File: src/common/timer_pkg.sv
// Shared addresses, field positions and reset values for the timer/counter block
package timer_pkg;
  localparam logic [7:0] ADDR_TIMER_CONTROL        = 8'h88;
  localparam logic [7:0] ADDR_TIMER_MODE_SELECT    = 8'h89;
  localparam logic [7:0] ADDR_TIMER_ZERO_LOW_BYTE  = 8'h8a;
  localparam logic [7:0] ADDR_TIMER_ONE_LOW_BYTE   = 8'h8b;
  localparam logic [7:0] ADDR_TIMER_ZERO_HIGH_BYTE = 8'h8c;
  localparam logic [7:0] ADDR_TIMER_ONE_HIGH_BYTE  = 8'h8d;
  localparam logic [7:0] ADDR_TIMER_TWO_CONTROL    = 8'hc8;
  localparam logic [7:0] ADDR_TIMER_TWO_RELOAD_LOW = 8'hca;
  localparam logic [7:0] ADDR_TIMER_TWO_RELOAD_HIGH = 8'hcb;
  localparam logic [7:0] ADDR_TIMER_TWO_LOW_BYTE   = 8'hcc;
  localparam logic [7:0] ADDR_TIMER_TWO_HIGH_BYTE  = 8'hcd;
  // Control register bits
  localparam int ONE_FLAG_BIT  = 7;
  localparam int ONE_RUN_BIT   = 6;
  localparam int ZERO_FLAG_BIT = 5;
  localparam int ZERO_RUN_BIT  = 4;
  // Mode register fields
  localparam int ONE_GATE_BIT  = 7;
  localparam int ONE_CSEL_BIT  = 6;
  localparam int ONE_MODE_LSB  = 4;
  localparam int ZERO_GATE_BIT = 3;
  localparam int ZERO_CSEL_BIT = 2;
  localparam int ZERO_MODE_LSB = 0;
  // Timer two control bits
  localparam int TWO_FLAG_BIT  = 7;
  localparam int TWO_RUN_BIT   = 2;
  localparam int TWO_CSEL_BIT  = 1;
  // Mode encodings
  localparam logic [1:0] MODE_PRESCALE = 2'h0;
  localparam logic [1:0] MODE_CASCADE  = 2'h1;
  localparam logic [1:0] MODE_RELOAD   = 2'h2;
  localparam logic [1:0] MODE_SPLIT    = 2'h3;
  localparam logic [4:0] PRESCALE_TOP  = 5'h1f;
  localparam logic [7:0] REG_RESET     = 8'h00;
  // Synchronised pin lanes
  localparam int NUM_PINS  = 5;
  localparam int PIN_CNT0  = 0;
  localparam int PIN_CNT1  = 1;
  localparam int PIN_CNT2  = 2;
  localparam int PIN_IRQ0  = 3;
  localparam int PIN_IRQ1  = 4;
endpackage : timer_pkg

File: src/common/pin_sync_if.sv
// Carrier between the pin synchroniser and the timer core
`timescale 1ns/1ns
interface pin_sync_if;
  logic [timer_pkg::NUM_PINS-1:0] raw;
  logic [timer_pkg::NUM_PINS-1:0] level;
  logic [timer_pkg::NUM_PINS-1:0] fall;
  modport sync (input raw, output level, output fall);
  modport user (output raw, input level, input fall);
endinterface : pin_sync_if

File: src/rtl/count_pin_sync.sv
// Three-stage pin synchroniser with agreed level and falling-edge pulse
`timescale 1ns/1ns
module count_pin_sync (
  input  wire logic clk,
  input  wire logic arst_n,
  pin_sync_if.sync  pins
);
  logic [timer_pkg::NUM_PINS-1:0] s1_q;
  logic [timer_pkg::NUM_PINS-1:0] s2_q;
  logic [timer_pkg::NUM_PINS-1:0] s3_q;
  logic [timer_pkg::NUM_PINS-1:0] level_q;
  logic [timer_pkg::NUM_PINS-1:0] fall_q;

  always_ff @(posedge clk or negedge arst_n) begin
    if (!arst_n) begin
      s1_q <= '0;
      s2_q <= '0;
      s3_q <= '0;
    end else begin
      s1_q <= pins.raw;
      s2_q <= s1_q;
      s3_q <= s2_q;
    end
  end

  // Level moves only when two successive samples agree; a high then low level is one edge
  always_ff @(posedge clk or negedge arst_n) begin
    if (!arst_n) begin
      level_q <= '0;
      fall_q  <= '0;
    end else begin
      level_q <= (s2_q & s3_q) | (level_q & (s2_q | s3_q)); // RULE4
      fall_q  <= level_q & ~s2_q & ~s3_q; // RULE3
    end
  end

  assign pins.level = level_q;
  assign pins.fall  = fall_q;
endmodule : count_pin_sync

File: src/rtl/timer_counters.sv
// Three 16-bit timer/counters with their special function registers
//
// How it works
// RULE1 - Three timer/counters, each a high and a low byte, each a timer or an event counter.
// RULE2 - As a timer the low byte advances once per core clock.
// RULE3 - As a counter a high sample followed by a low sample of the count pin advances it.
// RULE4 - Edge recognition needs two cycles, so events count at most at half the clock rate.
// RULE5 - The outside source holds each count pin level for at least one full clock; the synchroniser here needs two agreeing samples of each level.
// RULE6 - With gating set a timer runs only while its irq pin is high and its run bit is set.
// RULE7 - Counter select set counts the pin, clear counts the clock; bit 6 for timer one, bit 2 for zero.
// RULE8 - Mode 00 makes the high byte a counter behind a 5-bit prescaler in the low byte; it is the reset mode.
// RULE9 - Mode 01 cascades both bytes into one 16-bit counter.
// RULE10 - Mode 10 counts the low byte and reloads it from the high byte on each overflow.
// RULE11 - Mode 11 stops timer one.
// RULE12 - Mode 11 on timer zero splits it: low byte on timer zero controls, high byte a timer on timer one controls.
// RULE13 - Mode fields sit in bits 5:4 and 1:0; gating and counter select reset to zero.
// RULE14 - The two control registers are bit addressable, all others byte only.
// RULE15 - A run bit starts its timer when set and stops it when clear.
// RULE16 - Overflow sets the flag, and vectoring to the service routine clears it; timer two has no vector clear, only software clears its flag.
// RULE17 - Overflow is the wrap to zero of the register that tops the selected mode.
`timescale 1ns/1ns
module timer_counters (
  input  wire logic       clk,
  input  wire logic       arst_n,
  input  wire logic [7:0] sfr_addr,
  input  wire logic       sfr_wr,
  input  wire logic [7:0] sfr_wdata,
  input  wire logic       sfr_rd,
  output logic      [7:0] sfr_rdata,
  input  wire logic       bit_wr,
  input  wire logic [7:0] bit_addr,
  input  wire logic       bit_wdata,
  input  wire logic       vector_ack_zero,
  input  wire logic       vector_ack_one,
  input  wire logic       count_input_pin_zero,
  input  wire logic       count_input_pin_one,
  input  wire logic       count_input_pin_two,
  input  wire logic       external_irq_pin_zero,
  input  wire logic       external_irq_pin_one,
  output logic            timer_zero_overflow_flag,
  output logic            timer_one_overflow_flag,
  output logic            timer_two_overflow_flag
);
  logic [7:0]  timer_control_q;
  logic [7:0]  timer_mode_select_q;
  logic [7:0]  timer_zero_low_byte_q;
  logic [7:0]  timer_zero_high_byte_q;
  logic [7:0]  timer_one_low_byte_q;
  logic [7:0]  timer_one_high_byte_q;
  logic [7:0]  timer_two_control_q;
  logic [7:0]  timer_two_reload_low_q;
  logic [7:0]  timer_two_reload_high_q;
  logic [7:0]  timer_two_low_byte_q;
  logic [7:0]  timer_two_high_byte_q;
  logic [7:0]  rdata_q;
  logic [7:0]  rdata_d;
  logic [1:0]  mode0;
  logic [1:0]  mode1;
  logic        split0;
  logic        en0;
  logic        en1;
  logic        tick0;
  logic        tick1;
  logic        tick2;
  logic        tick_split_hi;
  logic        ovf0;
  logic        ovf1;
  logic        ovf2;
  logic [16:0] nxt0;
  logic [16:0] nxt1;
  logic [16:0] nxt2;
  logic        wr_tl0;
  logic        wr_th0;
  logic        wr_tl1;
  logic        wr_th1;
  logic        wr_tl2;
  logic        wr_th2;
  logic        wr_ctrl;
  logic        wr_ctrl2;
  logic        bit_ctrl;
  logic        bit_ctrl2;

  pin_sync_if pins ();

  assign pins.raw[timer_pkg::PIN_CNT0] = count_input_pin_zero;
  assign pins.raw[timer_pkg::PIN_CNT1] = count_input_pin_one;
  assign pins.raw[timer_pkg::PIN_CNT2] = count_input_pin_two;
  assign pins.raw[timer_pkg::PIN_IRQ0] = external_irq_pin_zero;
  assign pins.raw[timer_pkg::PIN_IRQ1] = external_irq_pin_one;

  count_pin_sync count_pin_sync_i (
    .clk    (clk),
    .arst_n (arst_n),
    .pins   (pins)
  );

  // One counting step of a timer in modes 00, 01 and 10; bit 16 is the overflow
  function automatic logic [16:0] count_step(input logic [1:0] md, input logic [7:0] hi, input logic [7:0] lo);
    logic [16:0] r;
    r = {1'b0, hi, lo};
    case (md)
      timer_pkg::MODE_PRESCALE: begin
        if (lo[4:0] == timer_pkg::PRESCALE_TOP) begin // RULE8
          r[16:8] = {1'b0, hi} + 9'h001; // RULE17
          r[4:0]  = 5'h00;
        end else begin
          r[4:0] = lo[4:0] + 5'h01;
        end
      end
      timer_pkg::MODE_CASCADE: r = {1'b0, hi, lo} + 17'h00001; // RULE9
      timer_pkg::MODE_RELOAD: begin
        if (lo == 8'hff) begin // RULE10
          r[7:0] = hi;
          r[16]  = 1'b1;
        end else begin
          r[7:0] = lo + 8'h01;
        end
      end
      default: r = {1'b0, hi, lo};
    endcase
    return r;
  endfunction : count_step

  // Byte and bit address decode; only the two control registers take bit writes
  assign wr_ctrl   = sfr_wr && sfr_addr == timer_pkg::ADDR_TIMER_CONTROL;
  assign wr_ctrl2  = sfr_wr && sfr_addr == timer_pkg::ADDR_TIMER_TWO_CONTROL;
  assign wr_tl0    = sfr_wr && sfr_addr == timer_pkg::ADDR_TIMER_ZERO_LOW_BYTE;
  assign wr_th0    = sfr_wr && sfr_addr == timer_pkg::ADDR_TIMER_ZERO_HIGH_BYTE;
  assign wr_tl1    = sfr_wr && sfr_addr == timer_pkg::ADDR_TIMER_ONE_LOW_BYTE;
  assign wr_th1    = sfr_wr && sfr_addr == timer_pkg::ADDR_TIMER_ONE_HIGH_BYTE;
  assign wr_tl2    = sfr_wr && sfr_addr == timer_pkg::ADDR_TIMER_TWO_LOW_BYTE;
  assign wr_th2    = sfr_wr && sfr_addr == timer_pkg::ADDR_TIMER_TWO_HIGH_BYTE;
  assign bit_ctrl  = bit_wr && bit_addr[7:3] == timer_pkg::ADDR_TIMER_CONTROL[7:3]; // RULE14
  assign bit_ctrl2 = bit_wr && bit_addr[7:3] == timer_pkg::ADDR_TIMER_TWO_CONTROL[7:3]; // RULE14

  assign mode0  = timer_mode_select_q[timer_pkg::ZERO_MODE_LSB +: 2]; // RULE13
  assign mode1  = timer_mode_select_q[timer_pkg::ONE_MODE_LSB +: 2]; // RULE13
  assign split0 = mode0 == timer_pkg::MODE_SPLIT;

  // Run bit, optionally gated by the synchronised irq pin level
  assign en0 = timer_control_q[timer_pkg::ZERO_RUN_BIT] && // RULE15
               (!timer_mode_select_q[timer_pkg::ZERO_GATE_BIT] || pins.level[timer_pkg::PIN_IRQ0]); // RULE6
  assign en1 = timer_control_q[timer_pkg::ONE_RUN_BIT] && // RULE15
               (!timer_mode_select_q[timer_pkg::ONE_GATE_BIT] || pins.level[timer_pkg::PIN_IRQ1]); // RULE6

  // Counter select picks pin edges, otherwise every clock counts
  assign tick0 = en0 && (!timer_mode_select_q[timer_pkg::ZERO_CSEL_BIT] || pins.fall[timer_pkg::PIN_CNT0]); // RULE7
  assign tick1 = en1 && (!timer_mode_select_q[timer_pkg::ONE_CSEL_BIT] || pins.fall[timer_pkg::PIN_CNT1]); // RULE7
  assign tick2 = timer_two_control_q[timer_pkg::TWO_RUN_BIT] &&
                 (!timer_two_control_q[timer_pkg::TWO_CSEL_BIT] || pins.fall[timer_pkg::PIN_CNT2]); // RULE1
  // Split high byte counts clocks on the timer one run bit alone
  assign tick_split_hi = split0 && timer_control_q[timer_pkg::ONE_RUN_BIT]; // RULE12

  assign nxt0 = split0 ? {timer_zero_low_byte_q == 8'hff, timer_zero_high_byte_q, timer_zero_low_byte_q + 8'h01}
                       : count_step(mode0, timer_zero_high_byte_q, timer_zero_low_byte_q); // RULE12
  assign nxt1 = count_step(mode1, timer_one_high_byte_q, timer_one_low_byte_q);
  assign nxt2 = {1'b0, timer_two_high_byte_q, timer_two_low_byte_q} + 17'h00001;

  assign ovf0 = tick0 && nxt0[16]; // RULE17
  // Timer one overflow flag belongs to the split high byte while timer zero is split
  assign ovf1 = split0 ? (tick_split_hi && timer_zero_high_byte_q == 8'hff)
                       : (tick1 && mode1 != timer_pkg::MODE_SPLIT && nxt1[16]); // RULE12
  assign ovf2 = tick2 && nxt2[16];

  // Timer zero bytes; a software write wins over a count in the same cycle
  always_ff @(posedge clk or negedge arst_n) begin
    if (!arst_n) begin
      timer_zero_low_byte_q <= timer_pkg::REG_RESET;
    end else if (wr_tl0) begin
      timer_zero_low_byte_q <= sfr_wdata;
    end else if (tick0) begin
      timer_zero_low_byte_q <= nxt0[7:0]; // RULE2
    end
  end

  always_ff @(posedge clk or negedge arst_n) begin
    if (!arst_n) begin
      timer_zero_high_byte_q <= timer_pkg::REG_RESET;
    end else if (wr_th0) begin
      timer_zero_high_byte_q <= sfr_wdata;
    end else if (tick_split_hi) begin
      timer_zero_high_byte_q <= timer_zero_high_byte_q + 8'h01; // RULE12
    end else if (tick0 && !split0) begin
      timer_zero_high_byte_q <= nxt0[15:8];
    end
  end

  // Timer one bytes; mode 11 holds them
  always_ff @(posedge clk or negedge arst_n) begin
    if (!arst_n) begin
      timer_one_low_byte_q  <= timer_pkg::REG_RESET;
      timer_one_high_byte_q <= timer_pkg::REG_RESET;
    end else begin
      if (wr_tl1) begin
        timer_one_low_byte_q <= sfr_wdata;
      end else if (tick1) begin
        timer_one_low_byte_q <= nxt1[7:0]; // RULE11
      end
      if (wr_th1) begin
        timer_one_high_byte_q <= sfr_wdata;
      end else if (tick1) begin
        timer_one_high_byte_q <= nxt1[15:8];
      end
    end
  end

  // Timer two: 16-bit count reloaded from the reload pair on overflow
  always_ff @(posedge clk or negedge arst_n) begin
    if (!arst_n) begin
      timer_two_low_byte_q  <= timer_pkg::REG_RESET;
      timer_two_high_byte_q <= timer_pkg::REG_RESET;
    end else begin
      if (wr_tl2) begin
        timer_two_low_byte_q <= sfr_wdata;
      end else if (tick2) begin
        timer_two_low_byte_q <= ovf2 ? timer_two_reload_low_q : nxt2[7:0];
      end
      if (wr_th2) begin
        timer_two_high_byte_q <= sfr_wdata;
      end else if (tick2) begin
        timer_two_high_byte_q <= ovf2 ? timer_two_reload_high_q : nxt2[15:8];
      end
    end
  end

  always_ff @(posedge clk or negedge arst_n) begin
    if (!arst_n) begin
      timer_two_reload_low_q  <= timer_pkg::REG_RESET;
      timer_two_reload_high_q <= timer_pkg::REG_RESET;
    end else begin
      if (sfr_wr && sfr_addr == timer_pkg::ADDR_TIMER_TWO_RELOAD_LOW) begin
        timer_two_reload_low_q <= sfr_wdata;
      end
      if (sfr_wr && sfr_addr == timer_pkg::ADDR_TIMER_TWO_RELOAD_HIGH) begin
        timer_two_reload_high_q <= sfr_wdata;
      end
    end
  end

  // Mode register, byte writes only
  always_ff @(posedge clk or negedge arst_n) begin
    if (!arst_n) begin
      timer_mode_select_q <= timer_pkg::REG_RESET; // RULE13
    end else if (sfr_wr && sfr_addr == timer_pkg::ADDR_TIMER_MODE_SELECT) begin
      timer_mode_select_q <= sfr_wdata;
    end
  end

  // Control register: software writes, vector clears, and overflow sets which win over both
  always_ff @(posedge clk or negedge arst_n) begin
    if (!arst_n) begin
      timer_control_q <= timer_pkg::REG_RESET;
    end else begin
      if (wr_ctrl) begin
        timer_control_q <= sfr_wdata;
      end else if (bit_ctrl) begin
        timer_control_q[bit_addr[2:0]] <= bit_wdata; // RULE14
      end
      if (vector_ack_zero) begin
        timer_control_q[timer_pkg::ZERO_FLAG_BIT] <= 1'b0; // RULE16
      end
      if (vector_ack_one) begin
        timer_control_q[timer_pkg::ONE_FLAG_BIT] <= 1'b0; // RULE16
      end
      if (ovf0) begin
        timer_control_q[timer_pkg::ZERO_FLAG_BIT] <= 1'b1; // RULE16
      end
      if (ovf1) begin
        timer_control_q[timer_pkg::ONE_FLAG_BIT] <= 1'b1; // RULE16
      end
    end
  end

  always_ff @(posedge clk or negedge arst_n) begin
    if (!arst_n) begin
      timer_two_control_q <= timer_pkg::REG_RESET;
    end else begin
      if (wr_ctrl2) begin
        timer_two_control_q <= sfr_wdata;
      end else if (bit_ctrl2) begin
        timer_two_control_q[bit_addr[2:0]] <= bit_wdata; // RULE14
      end
      if (ovf2) begin
        timer_two_control_q[timer_pkg::TWO_FLAG_BIT] <= 1'b1;
      end
    end
  end

  // Read data, unmapped addresses read zero
  always_comb begin
    case (sfr_addr)
      timer_pkg::ADDR_TIMER_CONTROL:         rdata_d = timer_control_q;
      timer_pkg::ADDR_TIMER_MODE_SELECT:     rdata_d = timer_mode_select_q;
      timer_pkg::ADDR_TIMER_ZERO_LOW_BYTE:   rdata_d = timer_zero_low_byte_q;
      timer_pkg::ADDR_TIMER_ONE_LOW_BYTE:    rdata_d = timer_one_low_byte_q;
      timer_pkg::ADDR_TIMER_ZERO_HIGH_BYTE:  rdata_d = timer_zero_high_byte_q;
      timer_pkg::ADDR_TIMER_ONE_HIGH_BYTE:   rdata_d = timer_one_high_byte_q;
      timer_pkg::ADDR_TIMER_TWO_CONTROL:     rdata_d = timer_two_control_q;
      timer_pkg::ADDR_TIMER_TWO_RELOAD_LOW:  rdata_d = timer_two_reload_low_q;
      timer_pkg::ADDR_TIMER_TWO_RELOAD_HIGH: rdata_d = timer_two_reload_high_q;
      timer_pkg::ADDR_TIMER_TWO_LOW_BYTE:    rdata_d = timer_two_low_byte_q;
      timer_pkg::ADDR_TIMER_TWO_HIGH_BYTE:   rdata_d = timer_two_high_byte_q;
      default:                               rdata_d = 8'h00;
    endcase
  end

  always_ff @(posedge clk or negedge arst_n) begin
    if (!arst_n) begin
      rdata_q <= 8'h00;
    end else if (sfr_rd) begin
      rdata_q <= rdata_d;
    end
  end

  assign sfr_rdata                = rdata_q;
  assign timer_zero_overflow_flag = timer_control_q[timer_pkg::ZERO_FLAG_BIT];
  assign timer_one_overflow_flag  = timer_control_q[timer_pkg::ONE_FLAG_BIT];
  assign timer_two_overflow_flag  = timer_two_control_q[timer_pkg::TWO_FLAG_BIT];
endmodule : timer_counters

File: config.mk
export PLATFORM = sky130hd
export DESIGN_NAME = timer_counters
export DESIGN_NICKNAME = d
export VERILOG_FILES = /design/src/common/timer_pkg.sv /design/src/common/pin_sync_if.sv /design/src/rtl/count_pin_sync.sv /design/src/rtl/timer_counters.sv
export SDC_FILE = /design/constraint.sdc
export NUM_CORES = 1
export LEC_CHECK = 0
export ABC_CLOCK_PERIOD_IN_PS = 3210
export BUFFER_PORTS_ARGS = -buffer_cell sky130_fd_sc_hd__buf_2
export CAP_MARGIN = 10
export CORE_ASPECT_RATIO = 1.5
export CORE_MARGIN = 10
export CORE_UTILIZATION = 60
export DETAILED_ROUTE_END_ITERATION = 16
export PLACE_DENSITY_LB_ADDON = 0.12
export SLEW_MARGIN = 30
export SYNTH_ARGS = -nofsm -noshare
export SYNTH_HDL_FRONTEND = slang
export SYNTH_SLANG_ARGS = --single-unit
export TNS_END_PERCENT = 20
File: constraint.sdc
create_clock -name clk -period 3.21 [get_ports clk]
set_input_delay 0.1605 -clock clk [delete_from_list [all_inputs] [get_ports clk]]
set_output_delay 0.1605 -clock clk [all_outputs]
set_load 0.02 [all_outputs]
==> flow_summary.ini, run 1 <==
[drt]
via_per_inst = 6.82
postRouteAntennaNets = 0
vias = 7008
drtIter0Drc = 557
wl_per_cell_um = 23.5
firstDrtPassIters = 8
drcViolationCount = 0
routed_wl_mm = 24.1

[synthesis]
synth_top_area_share = 0.392
ys_seq_area_frac = 0.392
syn_inst = 830
syn-num-nets = 882
yosysMostFrequentCell = dfrtp_1
async_flop_share = 1.00
ys_ff_latch = 119
synthFlopType = dfrtp_1
synthTopCellsByArea = dfrtp_1 39%, mux2i_1 6.3%, mux2_2 4.6%
synth_warnings = 0
synth_area_per_cell_um2 = 9.15
syn-cell-area_um2 = 7590
ys_types = 80
synth_top_cell_by_area = dfrtp_1
ys_top_cells_by_count = 119 x dfrtp_1, 76 x nand2_1, 71 x nor2_1
synth_edf_count = 0

[power_and_ir_drop]
power.switching_uw = 1900
switching_share = 0.349
leakage_uw = 0.00361
p_int_uw = 3550
power_uw = 5450
ir_drop_uv = 363
seq_power_share = 0.406
p_clk_frac = 0.365
power_density_nw_per_um2 = 641
comb_power_share = 0.229

[clock_network]
clkTransAtPathRegs_ns = 0.06
cts-resized-gates = 0
cts.path.max_buffers = 2
insertion_delay_ns = 0.43
htree_levels = 4
cts_sinks = 119
cts_root_buffer = clkbuf_16
cts_tree = yes
cts_buffers = 17

[timing]
max_slew_margin = 0.469
fin_crit_sh = 0.804
tightestPinTransition_ns = 0.794
fmax_mhz = 387
skew_ns = 0.0111
setup_tns_ns = 0
timing_hold_violations_final = 0
fin_ws_ns = 0.629
rsz0062_at_grt = false
fin_crit_ns = 2.58
finalSetupViolations = 0
maxSlewViolCount = 0

[floorplan]
die_y_um = 158
rows = 50
core_area_um2 = 12400
ios = 48
initial_utilization = 0.610
die_area_um2 = 17600
die_x_um = 112

[setup_path]
critPathLaunchType = flip-flop
crit_start = timer_one_low_byte_q[0]
cp_data_arrival_time_ns = 2.92
crit_fanout = 9
endpoint_kind = flip-flop
reg2reg_from = timer_one_low_byte_q[0]
crit_type = flip-flop to flip-flop
cp.required_ns = 3.55

[placed_design]
portBuffers = 47
dp_hpwl_mm = 17.4
placed_area_um2 = 7820
dp.cells = 989
post-place-ws_ns = 0.662
gp_congestion = 0.988

[global_route]
grt_pass1_wl_mm = 38.3
antenna_found_initial = 1
grt_pass1_vias = 7084
gr-usage-all-layers = 0.274
grt_overflow = 0
grt_max_degree = 64

[layout]
area_growth_pct = 12.0
final_nets = 911
diodes = 0
postLayoutCellArea_um2 = 8510
multi_input_area_um2 = 4300
drive_gt1_frac = 0.159
fin_cells = 1028
fillers = 1016
area.sequential_um2 = 2980

[outcome]
status = completed

[job]
maxCapViolations = 0

[hold_path]
hp-class = primary input to flip-flop
hp-start = vector_ack_zero
[through the flow]
| step | util | hold WS, ns |
|---|---|---|
| 2_1_floorplan | - | -0.135 |
| 3_3_place_gp | 0.628 | 0.263 |
| 3_5_place_dp | 0.628 | 0.269 |
| 4_1_cts | 0.683 | 0.0353 |
| 5_1_grt | 0.683 | 0.0456 |
| 6_report | 0.683 | 0.0460 |
[layout by cell type, fill, tap and decap left out, drive strengths merged, types with 15 or more instances in the layout]
cell / instances
a21oi: 59
inv: 20
nand2: 79
mux2i: 48
and3: 16
dfrtp: 119
buf: 51
nor3: 28
mux2: 31
nor2: 73
ha: 15
clkbuf: 19
o21ai: 42
nand3: 38
[state kept, by name, indices dropped and copies added, names as in the netlist]
signal / flops
timer_zero_low_byte_q: 8
timer_two_control_q: 8
count_pin_sync_i.pins.level: 5
timer_one_high_byte_q: 8
timer_one_low_byte_q: 8
timer_two_reload_high_q: 8
sfr_rdata: 8
timer_control_q: 8
timer_zero_high_byte_q: 8
timer_two_reload_low_q: 8
timer_two_low_byte_q: 8
count_pin_sync_i.s3_q: 5
timer_two_high_byte_q: 8
count_pin_sync_i.s1_q: 5
timer_mode_select_q: 8
count_pin_sync_i.pins.fall: 3
count_pin_sync_i.s2_q: 5
[final cells by class]
type,count,area share
timing repair buffer,58,0.0412
tap,156,0.0229
clock inverter,13,0.0200
clock buffer,19,0.0521
multi-input combinational,645,0.506
inverter,18,0.00794
sequential,119,0.350
[cell families (layout without fill, tap and decap cells)]
logic type,Yosys count,after routing,synth area share
multiplexers,79,79,0.109
AO/OA/AOI/OAI,210,210,0.182
AND/OR/NAND/NOR,316,316,0.221
adder cells (fa/ha/maj),20,20,0.0313
XOR/XNOR,20,20,0.0231
buffers and inverters,66,108,0.0410
flip-flops,119,119,0.392
[worst paths after layout]
path | end | slack [ns] | depth (start not counted)
max in group asynchronous | count_pin_sync_i.s2_q[3] | 2.06 | 3
hold / removal | timer_control_q[5] | 0.05 | 3
hold reg to reg | count_pin_sync_i.s2_q[0] | 0.36 | 0
setup / recovery | timer_one_high_byte_q[7] | 0.63 | 10
setup reg to reg | timer_one_high_byte_q[7] | 0.63 | 10
min in group asynchronous | count_pin_sync_i.s3_q[2] | 0.34 | 2
[per-layer routing]
layer	GRT usage	part of all wire	up-vias
li1	-	-	3159
met1	0.300	0.37	3386
met2	0.450	0.48	365
met3	0.0826	0.086	98
met4	0.182	0.060	0
met5	0	0	-
[power groups by stage]
stage | clock, uW | sequential [uW] | combinational [uW]
detailed placement | 0 | 2210 | 1220
finish | 1990 | 2210 | 1250
global placement | 0 | 2200 | 1180
CTS | 2000 | 2190 | 1230
floorplan | 0 | 2000 | 974
global route | 2070 | 2240 | 1390
[worst max-delay path: stages (launching register included)]
cell	delay, ns
dfrtp_1	0.49
ha_1	0.24
nand3_1	0.14
inv_1	0.15
ha_1	0.32
mux2_2	0.22
nand4_2	0.21
a21oi_1	0.23
nor2b_1	0.21
a311oi_1	0.13
nor3_2	0.17
[repair_timing]
| item | CTS | global route |
|---|---|---|
| hold endpoints to repair | 62 | 0 |
| buffers inserted | 0 | 0 |
| hold buffers | 7 | 0 |
Power figures use the tool's default switching activity.
==> run 2, diff against run 1 <==
Settings changed: ABC_CLOCK_PERIOD_IN_PS 3210 to 2100, CORE_UTILIZATION 60 to 56.
Clock period 3.21 ns to 2.1 ns, I/O delays scaled along.
==> flow_summary.ini, run 2 (synthesized netlist as in run 1, its figures left out) <==
[timing]
finalSetupViolations = 0
setup_tns_ns = 0
rsz0062_at_grt = true
max_slew_margin = 0.549
fmax_mhz = 483
skew_ns = 0.00680
fin_crit_ns = 2.07
timing_hold_violations_final = 0
tightestPinTransition_ns = 0.660
fin_crit_sh = 0.986
holdWs_ns = 0.118
maxSlewViolCount = 0

[hold_path]
hp-class = primary input to flip-flop

[floorplan]
die_y_um = 163
core_area_um2 = 13400
die_x_um = 115
initial_utilization = 0.566
ios = 48
die_area_um2 = 18700
rows = 52

[clock_network]
clkTransAtPathRegs_ns = 0.06
cts.path.max_buffers = 2
cts_sinks = 119
htree_levels = 4
insertion_delay_ns = 0.42
cts_tree = yes
cts_root_buffer = clkbuf_16
cts_buffers = 17

[setup_path]
critPathLaunchType = flip-flop
path_common_cell = and3_1
cp_num_buf_inv = 0
crit_fanout = 5
cp.required_ns = 2.37
crit_type = flip-flop to flip-flop
cp_slowest_stage_delay_ns = 0.45
cp_data_arrival_time_ns = 2.34
endpoint_kind = flip-flop
crit_chain = ha_1 -> and3_1 -> and3_1 -> nor2b_2 -> a211o_1 -> a21oi_1 -> o21ai_0
crit_family = simple AND/OR/NAND/NOR gates
worst_path_max_delay_cell = dfrtp_2

[layout]
final_common_cell = dfrtp_1
diodes = 0
final_util = 0.687
final_cell_mix = 116 x dfrtp_1, 76 x nand2_1, 72 x buf_4, 70 x nor2_1, 56 x a21oi_1
postLayoutCellArea_um2 = 9210
area_growth_pct = 21.3
final_nets = 982
drive_gt1_frac = 0.248

[drt]
via_per_inst = 6.73
drcViolationCount = 0
drtIter0Drc = 995
postRouteAntennaNets = 0
routed_wl_mm = 27.4
firstDrtPassIters = 6
wl_per_cell_um = 24.8
vias = 7437

[power_and_ir_drop]
leakage_uw = 0.00395
power_density_nw_per_um2 = 970
power_uw = 8930
ir_drop_uv = 683

[global_route]
grt_pass1_wl_mm = 42.3
use_met3 = 0.0612
met2_usage = 0.478
grt_overflow = 0
grt_max_degree = 52
antenna_found_initial = 0
busiest_layer = met2
gr-usage-all-layers = 0.291
grt_pass1_vias = 7390
grtUsageMet1 = 0.339

[placed_design]
portBuffers = 47
placed_area_um2 = 8320
gp_congestion = 1.04
dp_hpwl_mm = 19.8

[outcome]
status = completed

[job]
maxCapViolations = 0
==> run 2: report_power, final <==
| part | internal [uW] | switching (uW) |
|---|---|---|
| combinational | 1250 | 1480 |
| sequential | 2680 | 507 |
| clock | 1870 | 1150 |
| total | 5800 | 3130 |
==> run 2: worst reg2reg max path, stage by stage (launching register included) <==
cell and delay, ns:
dfrtp_2 0.45, ha_1 0.22, and3_1 0.21, and3_1 0.24
nor2b_2 0.21, a211o_1 0.29, a21oi_1 0.20, o21ai_0 0.10
==> run 2: final timing paths <==
path,endpoint,slack (ns),depth (start not counted),start
worst max register to register,timer_control_q[5],0.03,7,timer_zero_high_byte_q[0]
worst max-delay path,timer_control_q[5],0.03,7,timer_zero_high_byte_q[0]
min in group asynchronous,count_pin_sync_i.s3_q[2],0.13,2,arst_n
worst min-delay path,timer_zero_high_byte_q[0],0.12,3,sfr_wdata[0]
worst min register to register,count_pin_sync_i.s2_q[4],0.35,0,count_pin_sync_i.s1_q[4]
max in group asynchronous,timer_zero_high_byte_q[0],1.37,3,arst_n
==> run 2: area by class of cell <==
class,instances,area [um2]
Multi-Input combinational cell,645,4440
Fill cell,1071,4200
Sequential cell,119,2980
Timing Repair Buffer,129,902
Clock buffer,18,429
Tap cell,162,203
Clock inverter,14,176
Inverter,18,70.1
==> run 2: per-layer routing <==
layer,share of wire,wire length [um]
met3,0.074,2030
met5,0,0
met2,0.49,13300
met1,0.37,10100
met4,0.068,1860
==> run 2: metrics by stage <==
stage	std cells	worst slack (ns)
after floorplan	830	0.000338
after global placement	1055	0.0287
after detailed placement	1055	-0.0429
after CTS	1095	0.00367
after global routing	1105	-0.0347
final	1105	0.0300
==> run 2: repair_timing <==
| action | 4_1_cts | 5_1_grt |
|---|---|---|
| hold buffers | 8 | 0 |
| buffers inserted | 0 | 9 |
| hold endpoints to repair | 126 | 0 |
| endpoints found under the setup margin | 3 | 22 |
| resized for setup | 3 | 30 |
| pin swaps | 0 | 6 |
| gates cloned | 0 | 1 |
